## src/core/ioxp_pkg.sv

```systemverilog
/*
  Package for the I2C eight-bit I/O expander: register indices, reset values,
  address layout, bus states and the packed carriers shared by the design files.
  Assumes a single 50 MHz clock domain and synchronous active-high reset.
*/
package ioxp_pkg;
  // Register indices selected by the two low command bits
  localparam logic [1:0] IOXP_REG_INPUT  = 2'h0;  // Input level, read only
  localparam logic [1:0] IOXP_REG_OUTPUT = 2'h1;  // Output latch
  localparam logic [1:0] IOXP_REG_INVERT = 2'h2;  // Input polarity invert
  localparam logic [1:0] IOXP_REG_DIR    = 2'h3;  // Pin direction

  // Reset values
  localparam logic [7:0] IOXP_RST_OUTPUT = 8'hFF;  // Latch all ones
  localparam logic [7:0] IOXP_RST_INVERT = 8'h00;  // No inversion
  localparam logic [7:0] IOXP_RST_DIR    = 8'hFF;  // All pins inputs
  localparam logic [7:0] IOXP_RST_PTR    = 8'h00;  // Command pointer

  // Fixed upper address bits; straps fill the low three
  localparam logic [3:0] IOXP_ADDR_FIXED = 4'h7;
  localparam int         IOXP_BYTE_BITS  = 8;      // Bits per byte before ack

  // Bus engine states
  typedef enum logic [2:0] {
    IOXP_ST_IDLE = 3'b000,  // Waiting for a start
    IOXP_ST_ADDR = 3'b001,  // Shifting address byte
    IOXP_ST_AACK = 3'b010,  // Address acknowledge slot
    IOXP_ST_WR   = 3'b011,  // Receiving command or data byte
    IOXP_ST_WACK = 3'b100,  // Acknowledge of a written byte
    IOXP_ST_RD   = 3'b101,  // Transmitting a byte
    IOXP_ST_RACK = 3'b110   // Master acknowledge slot
  } ioxp_state_t;

  // Conditioned bus events from the edge detector
  typedef struct packed {
    logic start;  // SDA fell while SCL high
    logic stop;   // SDA rose while SCL high
    logic rise;   // SCL rising edge
    logic fall;   // SCL falling edge
    logic sda;    // Current SDA level
  } ioxp_bus_ev_t;

  // Register write request from the bus engine
  typedef struct packed {
    logic       we;    // One-cycle write strobe
    logic [1:0] sel;   // Target register
    logic [7:0] data;  // Byte to store
  } ioxp_wr_t;
endpackage : ioxp_pkg

```

## src/core/ioxp_top.sv

```systemverilog
/*
  I2C eight-bit I/O expander top: bus target engine with command pointer,
  instantiating the condition detector and the port register file.
  Assumes SCL/SDA and straps are synchronous to clk_i and the bus clock is
  far slower than clk_i (several clocks per SCL phase).
  Each SCL phase must last at least four system clocks,
  since events and the SDA sample both lag the pins by one clock.
  There is no spike filter: a glitch on SCL or SDA that
  lasts a whole clock is taken as a real edge.
  The pointer never auto-increments; every read or write
  after the command targets the same register.
  Strap levels are read only at the end of the address.
*/
`timescale 1ns/1ps
module ioxp_top
  import ioxp_pkg::*;
#(
  parameter int WIDTH = 8  // Port width
) (
  input  wire logic             clk_i,           // 50 MHz system clock
  input  wire logic             sys_rst_i,       // Power-on reset, active high
  input  wire logic             scl_i,           // Bus clock level
  input  wire logic             sda_i,           // Bus data level
  output logic                  sda_o,           // Bus data drive value, always 0
  output logic                  sda_oe_o,        // High while pulling SDA low
  input  wire logic             addr_strap_lsb,  // Address strap bit 0
  input  wire logic             addr_strap_mid,  // Address strap bit 1
  input  wire logic             addr_strap_msb,  // Address strap bit 2
  input  wire logic [WIDTH-1:0] port_pins_i,     // Pin levels
  output logic      [WIDTH-1:0] port_pins_o,     // Pin drive values
  output logic      [WIDTH-1:0] port_pins_oe_o   // Pin driver enables
);
  ioxp_bus_ev_t ev;               // Bus events
  ioxp_wr_t     wr_reg;           // Register write request
  ioxp_state_t  state_reg;        // Engine state
  logic [3:0]   bit_cnt_reg;      // Bits taken in current byte
  logic [7:0]   shift_reg;        // Receive or transmit shifter
  logic [7:0]   ptr_reg;          // Stored command byte
  logic         cmd_pending_reg;  // Next written byte is a command
  logic         rnw_reg;          // Read direction latched
  logic         master_nack_reg;  // Master declined last read byte
  logic [7:0]   rd_data;          // Selected register value

  // Own address from fixed bits and straps
  function automatic logic addr_match(input logic [6:0] a, input logic [2:0] s);
    addr_match = (a == {IOXP_ADDR_FIXED, s});
  endfunction : addr_match

  ioxp_bus_cond u_cond (
    .clk_i    (clk_i),
    .sys_rst_i(sys_rst_i),
    .scl_i    (scl_i),
    .sda_i    (sda_i),
    .ev_o     (ev)
  );

  ioxp_port_regs #(.WIDTH(WIDTH)) u_regs (
    .clk_i    (clk_i),
    .sys_rst_i(sys_rst_i),
    .wr_i     (wr_reg),
    .rd_sel_i (ptr_reg[1:0]),
    .rd_data_o(rd_data),
    .pins_i   (port_pins_i),
    .pins_o   (port_pins_o),
    .pins_oe_o(port_pins_oe_o)
  );

  // Main engine: start always restarts, stop always returns to idle
  always_ff @(posedge clk_i) begin
    if (sys_rst_i) begin
      state_reg       <= IOXP_ST_IDLE;
      bit_cnt_reg     <= 4'h0;
      shift_reg       <= 8'h00;
      rnw_reg         <= 1'b0;
      cmd_pending_reg <= 1'b0;
      master_nack_reg <= 1'b0;
    end else if (ev.start) begin
      state_reg   <= IOXP_ST_ADDR;
      bit_cnt_reg <= 4'h0;
    end else if (ev.stop) begin
      state_reg <= IOXP_ST_IDLE;
    end else begin
      case (state_reg)
        IOXP_ST_ADDR: begin
          // Bits shifted in MSB first on rising SCL
          if (ev.rise) begin
            shift_reg   <= {shift_reg[6:0], ev.sda};
            bit_cnt_reg <= bit_cnt_reg + 4'h1;
          end else if (ev.fall && bit_cnt_reg == 4'(IOXP_BYTE_BITS)) begin
            bit_cnt_reg <= 4'h0;
            if (addr_match(shift_reg[7:1], {addr_strap_msb, addr_strap_mid, addr_strap_lsb})) begin
              rnw_reg         <= shift_reg[0];
              cmd_pending_reg <= ~shift_reg[0];
              state_reg       <= IOXP_ST_AACK;
            end else begin
              state_reg <= IOXP_ST_IDLE;
            end
          end
        end
        IOXP_ST_AACK: begin
          // Ack slot ends on the falling edge of the ninth pulse
          if (ev.fall) begin
            if (rnw_reg) begin
              shift_reg <= rd_data;
              state_reg <= IOXP_ST_RD;
            end else begin
              state_reg <= IOXP_ST_WR;
            end
          end
        end
        IOXP_ST_WR: begin
          // Command or data bits, MSB first on rising SCL
          if (ev.rise) begin
            shift_reg   <= {shift_reg[6:0], ev.sda};
            bit_cnt_reg <= bit_cnt_reg + 4'h1;
          end else if (ev.fall && bit_cnt_reg == 4'(IOXP_BYTE_BITS)) begin
            bit_cnt_reg     <= 4'h0;
            cmd_pending_reg <= 1'b0;
            state_reg       <= IOXP_ST_WACK;
          end
        end
        IOXP_ST_WACK: begin
          // Ack held until the ninth pulse falls
          if (ev.fall) begin
            state_reg <= IOXP_ST_WR;
          end
        end
        IOXP_ST_RD: begin
          // Next bit presented on falling SCL, counted on rising
          if (ev.rise) begin
            bit_cnt_reg <= bit_cnt_reg + 4'h1;
          end else if (ev.fall) begin
            if (bit_cnt_reg == 4'(IOXP_BYTE_BITS)) begin
              bit_cnt_reg <= 4'h0;
              state_reg   <= IOXP_ST_RACK;
            end else begin
              shift_reg <= {shift_reg[6:0], 1'b0};
            end
          end
        end
        IOXP_ST_RACK: begin
          // Master answer taken at rising SCL, acted on at fall
          if (ev.rise) begin
            master_nack_reg <= ev.sda;
          end else if (ev.fall) begin
            if (master_nack_reg) begin
              state_reg <= IOXP_ST_IDLE;
            end else begin
              shift_reg <= rd_data;
              state_reg <= IOXP_ST_RD;
            end
          end
        end
        // Idle and unused codes wait for the next start
        default: state_reg <= IOXP_ST_IDLE;
      endcase
    end
  end

  // Command pointer and register writes, taken at the end of each written byte
  always_ff @(posedge clk_i) begin
    if (sys_rst_i) begin
      ptr_reg <= IOXP_RST_PTR;
      wr_reg  <= '{we: 1'b0, sel: 2'h0, data: 8'h00};
    end else begin
      wr_reg.we <= 1'b0;
      if (!ev.start && !ev.stop && state_reg == IOXP_ST_WR && ev.fall
          && bit_cnt_reg == 4'(IOXP_BYTE_BITS)) begin
        if (cmd_pending_reg) begin
          ptr_reg <= shift_reg;
        end else begin
          wr_reg <= '{we: 1'b1, sel: ptr_reg[1:0], data: shift_reg};
        end
      end
    end
  end

  // SDA drive: acks pull low; read bits pull low for zeros; released otherwise
  always_ff @(posedge clk_i) begin
    if (sys_rst_i) begin
      sda_oe_o <= 1'b0;
      sda_o    <= 1'b0;
    end else begin
      sda_o <= 1'b0;
      case (state_reg)
        IOXP_ST_AACK: sda_oe_o <= 1'b1;
        IOXP_ST_WACK: sda_oe_o <= 1'b1;
        IOXP_ST_RD:   sda_oe_o <= ~shift_reg[7];
        default:      sda_oe_o <= 1'b0;
      endcase
    end
  end

  // End of an eighth bit with no control condition beside it
  logic byte_end;  // Byte boundary seen by the engine
  assign byte_end = ev.fall
    && (bit_cnt_reg == 4'(IOXP_BYTE_BITS))
    && !ev.start
    && !ev.stop;

  // Ack held low through the whole high phase of the ninth pulse
  ack_low_a: assert property (@(posedge clk_i) disable iff (sys_rst_i)
    (state_reg == IOXP_ST_AACK && ev.rise)
    |=> sda_oe_o)
    else $error("Address ack not driven during ninth pulse");

  // Nothing on SDA once the engine has let go of the bus
  foreign_quiet_a: assert property (@(posedge clk_i) disable iff (sys_rst_i)
    (state_reg == IOXP_ST_IDLE)
    |=> !sda_oe_o)
    else $error("SDA driven while idle");

  // Master owns SDA in its own ack slot
  nack_release_a: assert property (@(posedge clk_i) disable iff (sys_rst_i)
    (state_reg == IOXP_ST_RACK && !ev.start && !ev.stop)
    |=> !sda_oe_o)
    else $error("SDA not released in master ack slot");

  // Stop always ends the transaction
  stop_idle_a: assert property (@(posedge clk_i) disable iff (sys_rst_i)
    (ev.stop && !ev.start)
    |=> (state_reg == IOXP_ST_IDLE))
    else $error("Stop did not return engine to idle");

  // Start always reopens the address phase
  start_addr_a: assert property (@(posedge clk_i) disable iff (sys_rst_i)
    ev.start
    |=> (state_reg == IOXP_ST_ADDR && bit_cnt_reg == 4'h0))
    else $error("Start did not open address phase");

  // Pointer only moves at a command byte
  ptr_hold_a: assert property (@(posedge clk_i) disable iff (sys_rst_i)
    (state_reg != IOXP_ST_WR)
    |=> $stable(ptr_reg))
    else $error("Pointer changed outside write phase");

  // Writes go where the pointer points
  write_sel_a: assert property (@(posedge clk_i) disable iff (sys_rst_i)
    wr_reg.we
    |-> (wr_reg.sel == ptr_reg[1:0]))
    else $error("Write target differs from pointer");

  // Every stored byte is followed by an ack
  wr_ack_a: assert property (@(posedge clk_i) disable iff (sys_rst_i)
    wr_reg.we
    |-> ##[0:2] sda_oe_o)
    else $error("Stored byte not acknowledged");

  // Command byte lands in the pointer, never in a register
  ptr_load_a: assert property (@(posedge clk_i) disable iff (sys_rst_i)
    (state_reg == IOXP_ST_WR && byte_end && cmd_pending_reg)
    |=> (ptr_reg == $past(shift_reg) && !wr_reg.we))
    else $error("Command byte not stored in pointer");

  // Data byte handed on whole to the register file
  data_store_a: assert property (@(posedge clk_i) disable iff (sys_rst_i)
    (state_reg == IOXP_ST_WR && byte_end && !cmd_pending_reg)
    |=> (wr_reg.we && wr_reg.data == $past(shift_reg)))
    else $error("Data byte not handed to registers");

  // Received bytes acked through the ninth high phase
  wack_low_a: assert property (@(posedge clk_i) disable iff (sys_rst_i)
    (state_reg == IOXP_ST_WACK && ev.rise)
    |=> sda_oe_o)
    else $error("Data ack not driven during ninth pulse");

  // Read bit on SDA while SCL is high
  rd_bit_a: assert property (@(posedge clk_i) disable iff (sys_rst_i)
    (state_reg == IOXP_ST_RD && ev.rise)
    |=> (sda_oe_o == !$past(shift_reg[7])))
    else $error("Read bit not on SDA at rising SCL");

  // Foreign address drops the engine back to idle
  addr_drop_a: assert property (@(posedge clk_i) disable iff (sys_rst_i)
    (state_reg == IOXP_ST_ADDR && byte_end
     && !addr_match(shift_reg[7:1], {addr_strap_msb, addr_strap_mid, addr_strap_lsb}))
    |=> (state_reg == IOXP_ST_IDLE))
    else $error("Foreign address not ignored");

  // Read starts from the register the pointer selects
  rd_load_a: assert property (@(posedge clk_i) disable iff (sys_rst_i)
    (state_reg == IOXP_ST_AACK && ev.fall && rnw_reg && !ev.start && !ev.stop)
    |=> (shift_reg == $past(rd_data)))
    else $error("Read byte not from selected register");

  // Full read byte followed by the master slot
  read_cover: cover property (@(posedge clk_i)
    state_reg == IOXP_ST_RD ##1 state_reg == IOXP_ST_RACK);
  // A data byte written
  write_cover: cover property (@(posedge clk_i) wr_reg.we);
  // Read ended by the master
  nack_cover: cover property (@(posedge clk_i)
    state_reg == IOXP_ST_RACK && master_nack_reg && ev.fall);
  // Address of another device skipped
  foreign_cover: cover property (@(posedge clk_i)
    (state_reg == IOXP_ST_ADDR && byte_end) ##1 state_reg == IOXP_ST_IDLE);
  // Repeated start inside a write
  restart_cover: cover property (@(posedge clk_i)
    ev.start && state_reg == IOXP_ST_WR);
endmodule : ioxp_top

```

## src/core/ioxp_bus_cond.sv

```systemverilog
/*
  Bus condition detector: registers SCL and SDA once, then reports start,
  stop and clock edges as one-cycle pulses. Inputs are taken as synchronous.
*/
`timescale 1ns/1ps
module ioxp_bus_cond
  import ioxp_pkg::*;
(
  input  wire logic   clk_i,      // System clock
  input  wire logic   sys_rst_i,  // Synchronous reset
  input  wire logic   scl_i,      // Bus clock level
  input  wire logic   sda_i,      // Bus data level
  output ioxp_bus_ev_t ev_o       // Registered event pulses
);
  logic scl_reg;  // Previous SCL
  logic sda_reg;  // Previous SDA

  // Sample history; idle bus reads high so reset to one
  always_ff @(posedge clk_i) begin
    if (sys_rst_i) begin
      scl_reg <= 1'b1;
      sda_reg <= 1'b1;
    end else begin
      scl_reg <= scl_i;
      sda_reg <= sda_i;
    end
  end

  // Event pulses; SDA moving while SCL high is a control condition
  always_ff @(posedge clk_i) begin
    if (sys_rst_i) begin
      ev_o <= '{start: 1'b0, stop: 1'b0, rise: 1'b0, fall: 1'b0, sda: 1'b1};
    end else begin
      ev_o.start <= scl_reg & scl_i & sda_reg & ~sda_i;
      ev_o.stop  <= scl_reg & scl_i & ~sda_reg & sda_i;
      ev_o.rise  <= ~scl_reg & scl_i;
      ev_o.fall  <= scl_reg & ~scl_i;
      ev_o.sda   <= sda_i;
    end
  end
endmodule : ioxp_bus_cond

```

## src/core/ioxp_port_regs.sv

```systemverilog
/*
  Port register file: output latch, polarity invert and direction registers,
  pin drivers and the read mux. Expects one-cycle write strobes.
*/
`timescale 1ns/1ps
module ioxp_port_regs
  import ioxp_pkg::*;
#(
  parameter int WIDTH = 8  // Port width
) (
  input  wire logic             clk_i,      // System clock
  input  wire logic             sys_rst_i,  // Synchronous reset
  input  ioxp_wr_t              wr_i,       // Write request
  input  wire logic [1:0]       rd_sel_i,   // Register to read
  output logic      [7:0]       rd_data_o,  // Read byte, registered
  input  wire logic [WIDTH-1:0] pins_i,     // Pin levels
  output logic      [WIDTH-1:0] pins_o,     // Pin drive values
  output logic      [WIDTH-1:0] pins_oe_o   // Driver enables
);
  logic [WIDTH-1:0] output_latch_reg;           // Output latch
  logic [WIDTH-1:0] input_polarity_invert_reg;  // Inversion bits
  logic [WIDTH-1:0] pin_direction_reg;          // 1 = input
  logic [WIDTH-1:0] input_level_reg;            // Sampled pin levels

  // Software-writable registers; writes to the input level register are dropped
  always_ff @(posedge clk_i) begin
    if (sys_rst_i) begin
      output_latch_reg          <= IOXP_RST_OUTPUT[WIDTH-1:0];
      input_polarity_invert_reg <= IOXP_RST_INVERT[WIDTH-1:0];
      pin_direction_reg         <= IOXP_RST_DIR[WIDTH-1:0];
    end else if (wr_i.we) begin
      if (wr_i.sel == IOXP_REG_OUTPUT) begin
        output_latch_reg <= wr_i.data[WIDTH-1:0];
      end else if (wr_i.sel == IOXP_REG_INVERT) begin
        input_polarity_invert_reg <= wr_i.data[WIDTH-1:0];
      end else if (wr_i.sel == IOXP_REG_DIR) begin
        pin_direction_reg <= wr_i.data[WIDTH-1:0];
      end
      // Input level target: no effect
    end
  end

  // Input sampling; inversion applies only to pins set as inputs
  always_ff @(posedge clk_i) begin
    if (sys_rst_i) begin
      input_level_reg <= '0;
    end else begin
      input_level_reg <= pins_i ^ (input_polarity_invert_reg & pin_direction_reg);
    end
  end

  // Read mux; latch reads return the flip-flops, not pin levels
  always_ff @(posedge clk_i) begin
    if (sys_rst_i) begin
      rd_data_o <= 8'h00;
    end else begin
      case (rd_sel_i)
        IOXP_REG_INPUT:  rd_data_o <= 8'(input_level_reg);
        IOXP_REG_OUTPUT: rd_data_o <= 8'(output_latch_reg);
        IOXP_REG_INVERT: rd_data_o <= 8'(input_polarity_invert_reg);
        default:         rd_data_o <= 8'(pin_direction_reg);
      endcase
    end
  end

  // Drivers: inputs float, outputs push the latch level
  always_ff @(posedge clk_i) begin
    if (sys_rst_i) begin
      pins_oe_o <= '0;
      pins_o    <= '0;
    end else begin
      pins_oe_o <= ~pin_direction_reg;
      pins_o    <= output_latch_reg & ~pin_direction_reg;
    end
  end

  // Input pin never driven one cycle after its direction bit is set
  dir_float_a: assert property (@(posedge clk_i) disable iff (sys_rst_i)
    ##1 (pins_oe_o == ~$past(pin_direction_reg)))
    else $error("Driver enable does not follow direction");
  latch_drive_a: assert property (@(posedge clk_i) disable iff (sys_rst_i)
    ##1 ((pins_o & pins_oe_o) == ($past(output_latch_reg) & pins_oe_o)))
    else $error("Driven level differs from latch");
endmodule : ioxp_port_regs

```

## config.mk

```make
export PLATFORM = sky130hd
export DESIGN_NAME = ioxp_top
export DESIGN_NICKNAME = d
export VERILOG_FILES = /design/src/core/ioxp_pkg.sv /design/src/core/ioxp_top.sv /design/src/core/ioxp_bus_cond.sv /design/src/core/ioxp_port_regs.sv
export SDC_FILE = /design/constraint.sdc
export NUM_CORES = 1
export LEC_CHECK = 0
export ABC_AREA = 1
export BUFFER_PORTS_ARGS = -buffer_cell sky130_fd_sc_hd__buf_2
export CAP_MARGIN = 20
export CORE_MARGIN = 2
export CORE_UTILIZATION = 53
export CTS_CLUSTER_SIZE = 10
export DETAILED_ROUTE_END_ITERATION = 10
export MAX_ROUTING_LAYER = met4
export PLACE_DENSITY_LB_ADDON = 0.08
export SKIP_CTS_REPAIR_TIMING = 1
export SYNTH_ARGS = -nofsm -noshare
export SYNTH_HDL_FRONTEND = slang
export SYNTH_SLANG_ARGS = --single-unit
export TNS_END_PERCENT = 100
```

## constraint.sdc

```tcl
create_clock -name clk_i -period 1.5 [get_ports clk_i]
set_clock_uncertainty 0.1 [all_clocks]
set_input_delay 0 -clock clk_i [delete_from_list [all_inputs] [get_ports clk_i]]
set_output_delay 0 -clock clk_i [all_outputs]
set_load 0.1 [all_outputs]
```

==> metrics.txt <==
most common cell after layout, fill and taps aside sky130_fd_sc_hd__nand2_1; commonest non-fill, non-tap cells in the layout sky130_fd_sc_hd__nand2_1, sky130_fd_sc_hd__dfxtp_1, sky130_fd_sc_hd__nor2_1, sky130_fd_sc_hd__inv_1, sky130_fd_sc_hd__buf_4; internal power contribution roughly 4300 uW; DR pass1 iterations 4; kind of end point of the critical path flop; placed cell count between 600 and 700; fraction of synthesis flops using an asynchronous set or reset pin 0; required time reported for the critical path endpoint roughly 1.7 ns; Switch Pwr slightly below 2000 uW; kind of start point of the critical path flop; clock slew at reported path FFs 0.09 ns; instance area at placement approximately 4400 um^2; clock tree from TritonCTS yes; Reg-to-Reg End wr_reg[6]; number of design-rule violations left by the first detailed-router iteration 178; fill cell instance count of the final layout between 600 and 700; number of global-route vias before repair 2988; die area about 8000 um^2; Via-to-Cell Ratio 5.00; area of the core region 7140 um^2; worst hold path cell count 8; count of flip-flops with a built-in enable after synthesis 0; number of clock buffers inserted by TritonCTS 9; count of different cell masters after synthesis 31; number of synthesized register bits 94; number of nets at the end of the flow 623; Total Power 6280 uW; Syn Nets around 540; Static Leakage 0.00225 uW; number of port buffers 31; detailed placer's ending HPWL 6370 um; pin count of the biggest net entering global routing 55; final wirelength around 9000 um; Die Wd slightly below 90 um; number of antenna violations at the first check in global routing 0; sinks on the clock net 94; origin of the critical flop-to-flop path state_reg[0]; final-layout worst hold slack just under 0.1 ns; worst-case reg-to-reg path depth 9; std cell rows 31; setup violation total in the final timing report 15; result of the run finished, violations left; total number of vias between 3000 and 4000; Fmax achieved 0.642 GHz; kind of critical path reg -> reg; instance count of the mapped netlist slightly above 500; synth-to-layout area growth 27.4%; antenna diode instance count 0; unrepaired setup endpoints after global routing true; Starting Density 0.540; sequential cell area fraction in the yosys report 0.489; ys flop type sky130_fd_sc_hd__dfxtp_1; slack of the critical path -0.0582 ns; largest voltage drop on the vdd net between 700 and 800 uV; part of the total power dissipated in sequential elements 0.450; Wirelength per Cell roughly 13 um; clock root buffer sky130_fd_sc_hd__clkbuf_8; post-synthesis area per instance between 7 and 8 um^2; violated checks negative setup slack; R2R Setup Slk -0.06 ns; total of warnings raised by yosys 0; global router's overall resource usage 0.244; number of flip-flops under the largest register name 11; final non-filler cell total around 710; number of levels in the clock H-tree 3; cell area after synthesis around 3900 um^2; Switching Fraction 0.315; layout cells sized above 1 0.232; combinational group share of total power 0.262; Hold Vio Cnt, Final 0; Crit path arrival time approximately 1.8 ns; part of the cycle the worst path needs 1.04; total congestion overflow 0; num ports 33; global placement routability congestion a little under 0.9; power density over cell area 1280 nW/um^2; highest net fanout along the worst path 6; max-capacitance violation count 0; die height a little under 90 um; worst hold-check path type in -> reg; end of the worst hold path rnw_reg; wire length of the first global-routing pass about 14000 um; maximum buffer depth of the clock tree 2; DRC violation count after routing 0; cell area after layout approximately 5000 um^2; number of pins with negative max-slew slack in the final report 0; worst-case setup slack after placement -0.152 ns; post-route ant nets 0; clock period minus final worst setup slack 1.56 ns; portion of total power attributed to the clock network 0.288; clock latency on the worst-skew pair 0.36 ns; launch point of the worst hold path addr_strap_lsb
synthesized netlist by cell type (2+ instances only):
cell,number,area (um^2)
sky130_fd_sc_hd__inv_2,4,15.0
sky130_fd_sc_hd__dfxtp_1,94,1880
sky130_fd_sc_hd__o21ai_0,39,195
sky130_fd_sc_hd__a21oi_1,26,130
sky130_fd_sc_hd__xor2_1,8,70.1
sky130_fd_sc_hd__nor2_1,74,278
sky130_fd_sc_hd__xnor2_1,3,26.3
sky130_fd_sc_hd__clkbuf_1,11,41.3
sky130_fd_sc_hd__o221ai_1,3,26.3
sky130_fd_sc_hd__buf_2,3,15.0
sky130_fd_sc_hd__nand2_1,113,424
sky130_fd_sc_hd__o2111ai_1,5,43.8
sky130_fd_sc_hd__nand3_1,22,110
sky130_fd_sc_hd__inv_1,65,244
sky130_fd_sc_hd__nor3_1,13,65.1
sky130_fd_sc_hd__o211ai_1,13,97.6
sky130_fd_sc_hd__nor2_2,2,12.5
sky130_fd_sc_hd__buf_4,2,15.0
sky130_fd_sc_hd__o21ai_1,2,10.0
sky130_fd_sc_hd__nor4_1,2,12.5
sky130_fd_sc_hd__ha_1,5,62.6
power by group through the flow:
stage	registers [uW]	clock network [uW]	logic, uW
after floorplan	2910	0	957
after global placement	2870	0	1480
after detailed placement	2880	0	1490
after CTS	2820	1850	1500
after global routing	2860	1940	1840
final	2830	1810	1650
final cells by class:
class / instances / area (um^2) / area share
clock buffer: 10 / 128 / 0.0260
sequential: 94 / 1890 / 0.385
multi-input combinational: 337 / 1740 / 0.355
inverter: 70 / 263 / 0.0536
tap: 99 / 124 / 0.0253
clock inverter: 5 / 83.8 / 0.0171
timing repair buffer: 91 / 676 / 0.138
per-stage QoR:
stage          TNS, ns  utilization
5_1_grt          -3.22        0.687
4_1_cts          -2.95        0.644
3_3_place_gp     -1.42        0.614
3_5_place_dp     -2.23        0.614
2_1_floorplan        0            -
6_report        -0.349        0.687
layer usage:
layer / global-route usage / up-vias / routed length [um]
met3: 0.0582 / 8 / 386
met5: - / - / 0
met1: 0.336 / 1630 / 4360
met2: 0.363 / 72 / 4260
met4: 0.0624 / 0 / 111
li1: - / 1819 / -
kinds of logic after synthesis:
group	after synthesis	share of synthesized area
fa+ha+maj	5	0.0162
other cells	1	0.000974
simple gates	230	0.244
xor+xnor	11	0.0250
flops	94	0.489
buf+inv	88	0.0906
compound gates	90	0.135
worst max-delay path by stage:
stage,slack [ns],to,startpoint,cells after the start
after floorplan,0.002,shift_reg[5],bit_cnt_reg[0],11
after global placement,-0.11,wr_reg[1],bit_cnt_reg[0],9
after detailed placement,-0.15,wr_reg[8],bit_cnt_reg[0],9
after CTS,-0.19,wr_reg[9],bit_cnt_reg[0],9
after global routing,-0.16,state_reg[1],bit_cnt_reg[1],9
final,-0.06,wr_reg[6],state_reg[0],9
critical path, stage by stage (launching register included):
cell	delay, ns
sky130_fd_sc_hd__dfxtp_2	0.39
sky130_fd_sc_hd__nand2_2	0.11
sky130_fd_sc_hd__inv_2	0.07
sky130_fd_sc_hd__nand2_1	0.08
sky130_fd_sc_hd__nor2_2	0.13
sky130_fd_sc_hd__nand2_2	0.09
sky130_fd_sc_hd__nor2_4	0.16
sky130_fd_sc_hd__buf_6	0.14
sky130_fd_sc_hd__o21ai_0	0.08
sky130_fd_sc_hd__a21oi_1	0.13
(Power assumes the default switching activity.)
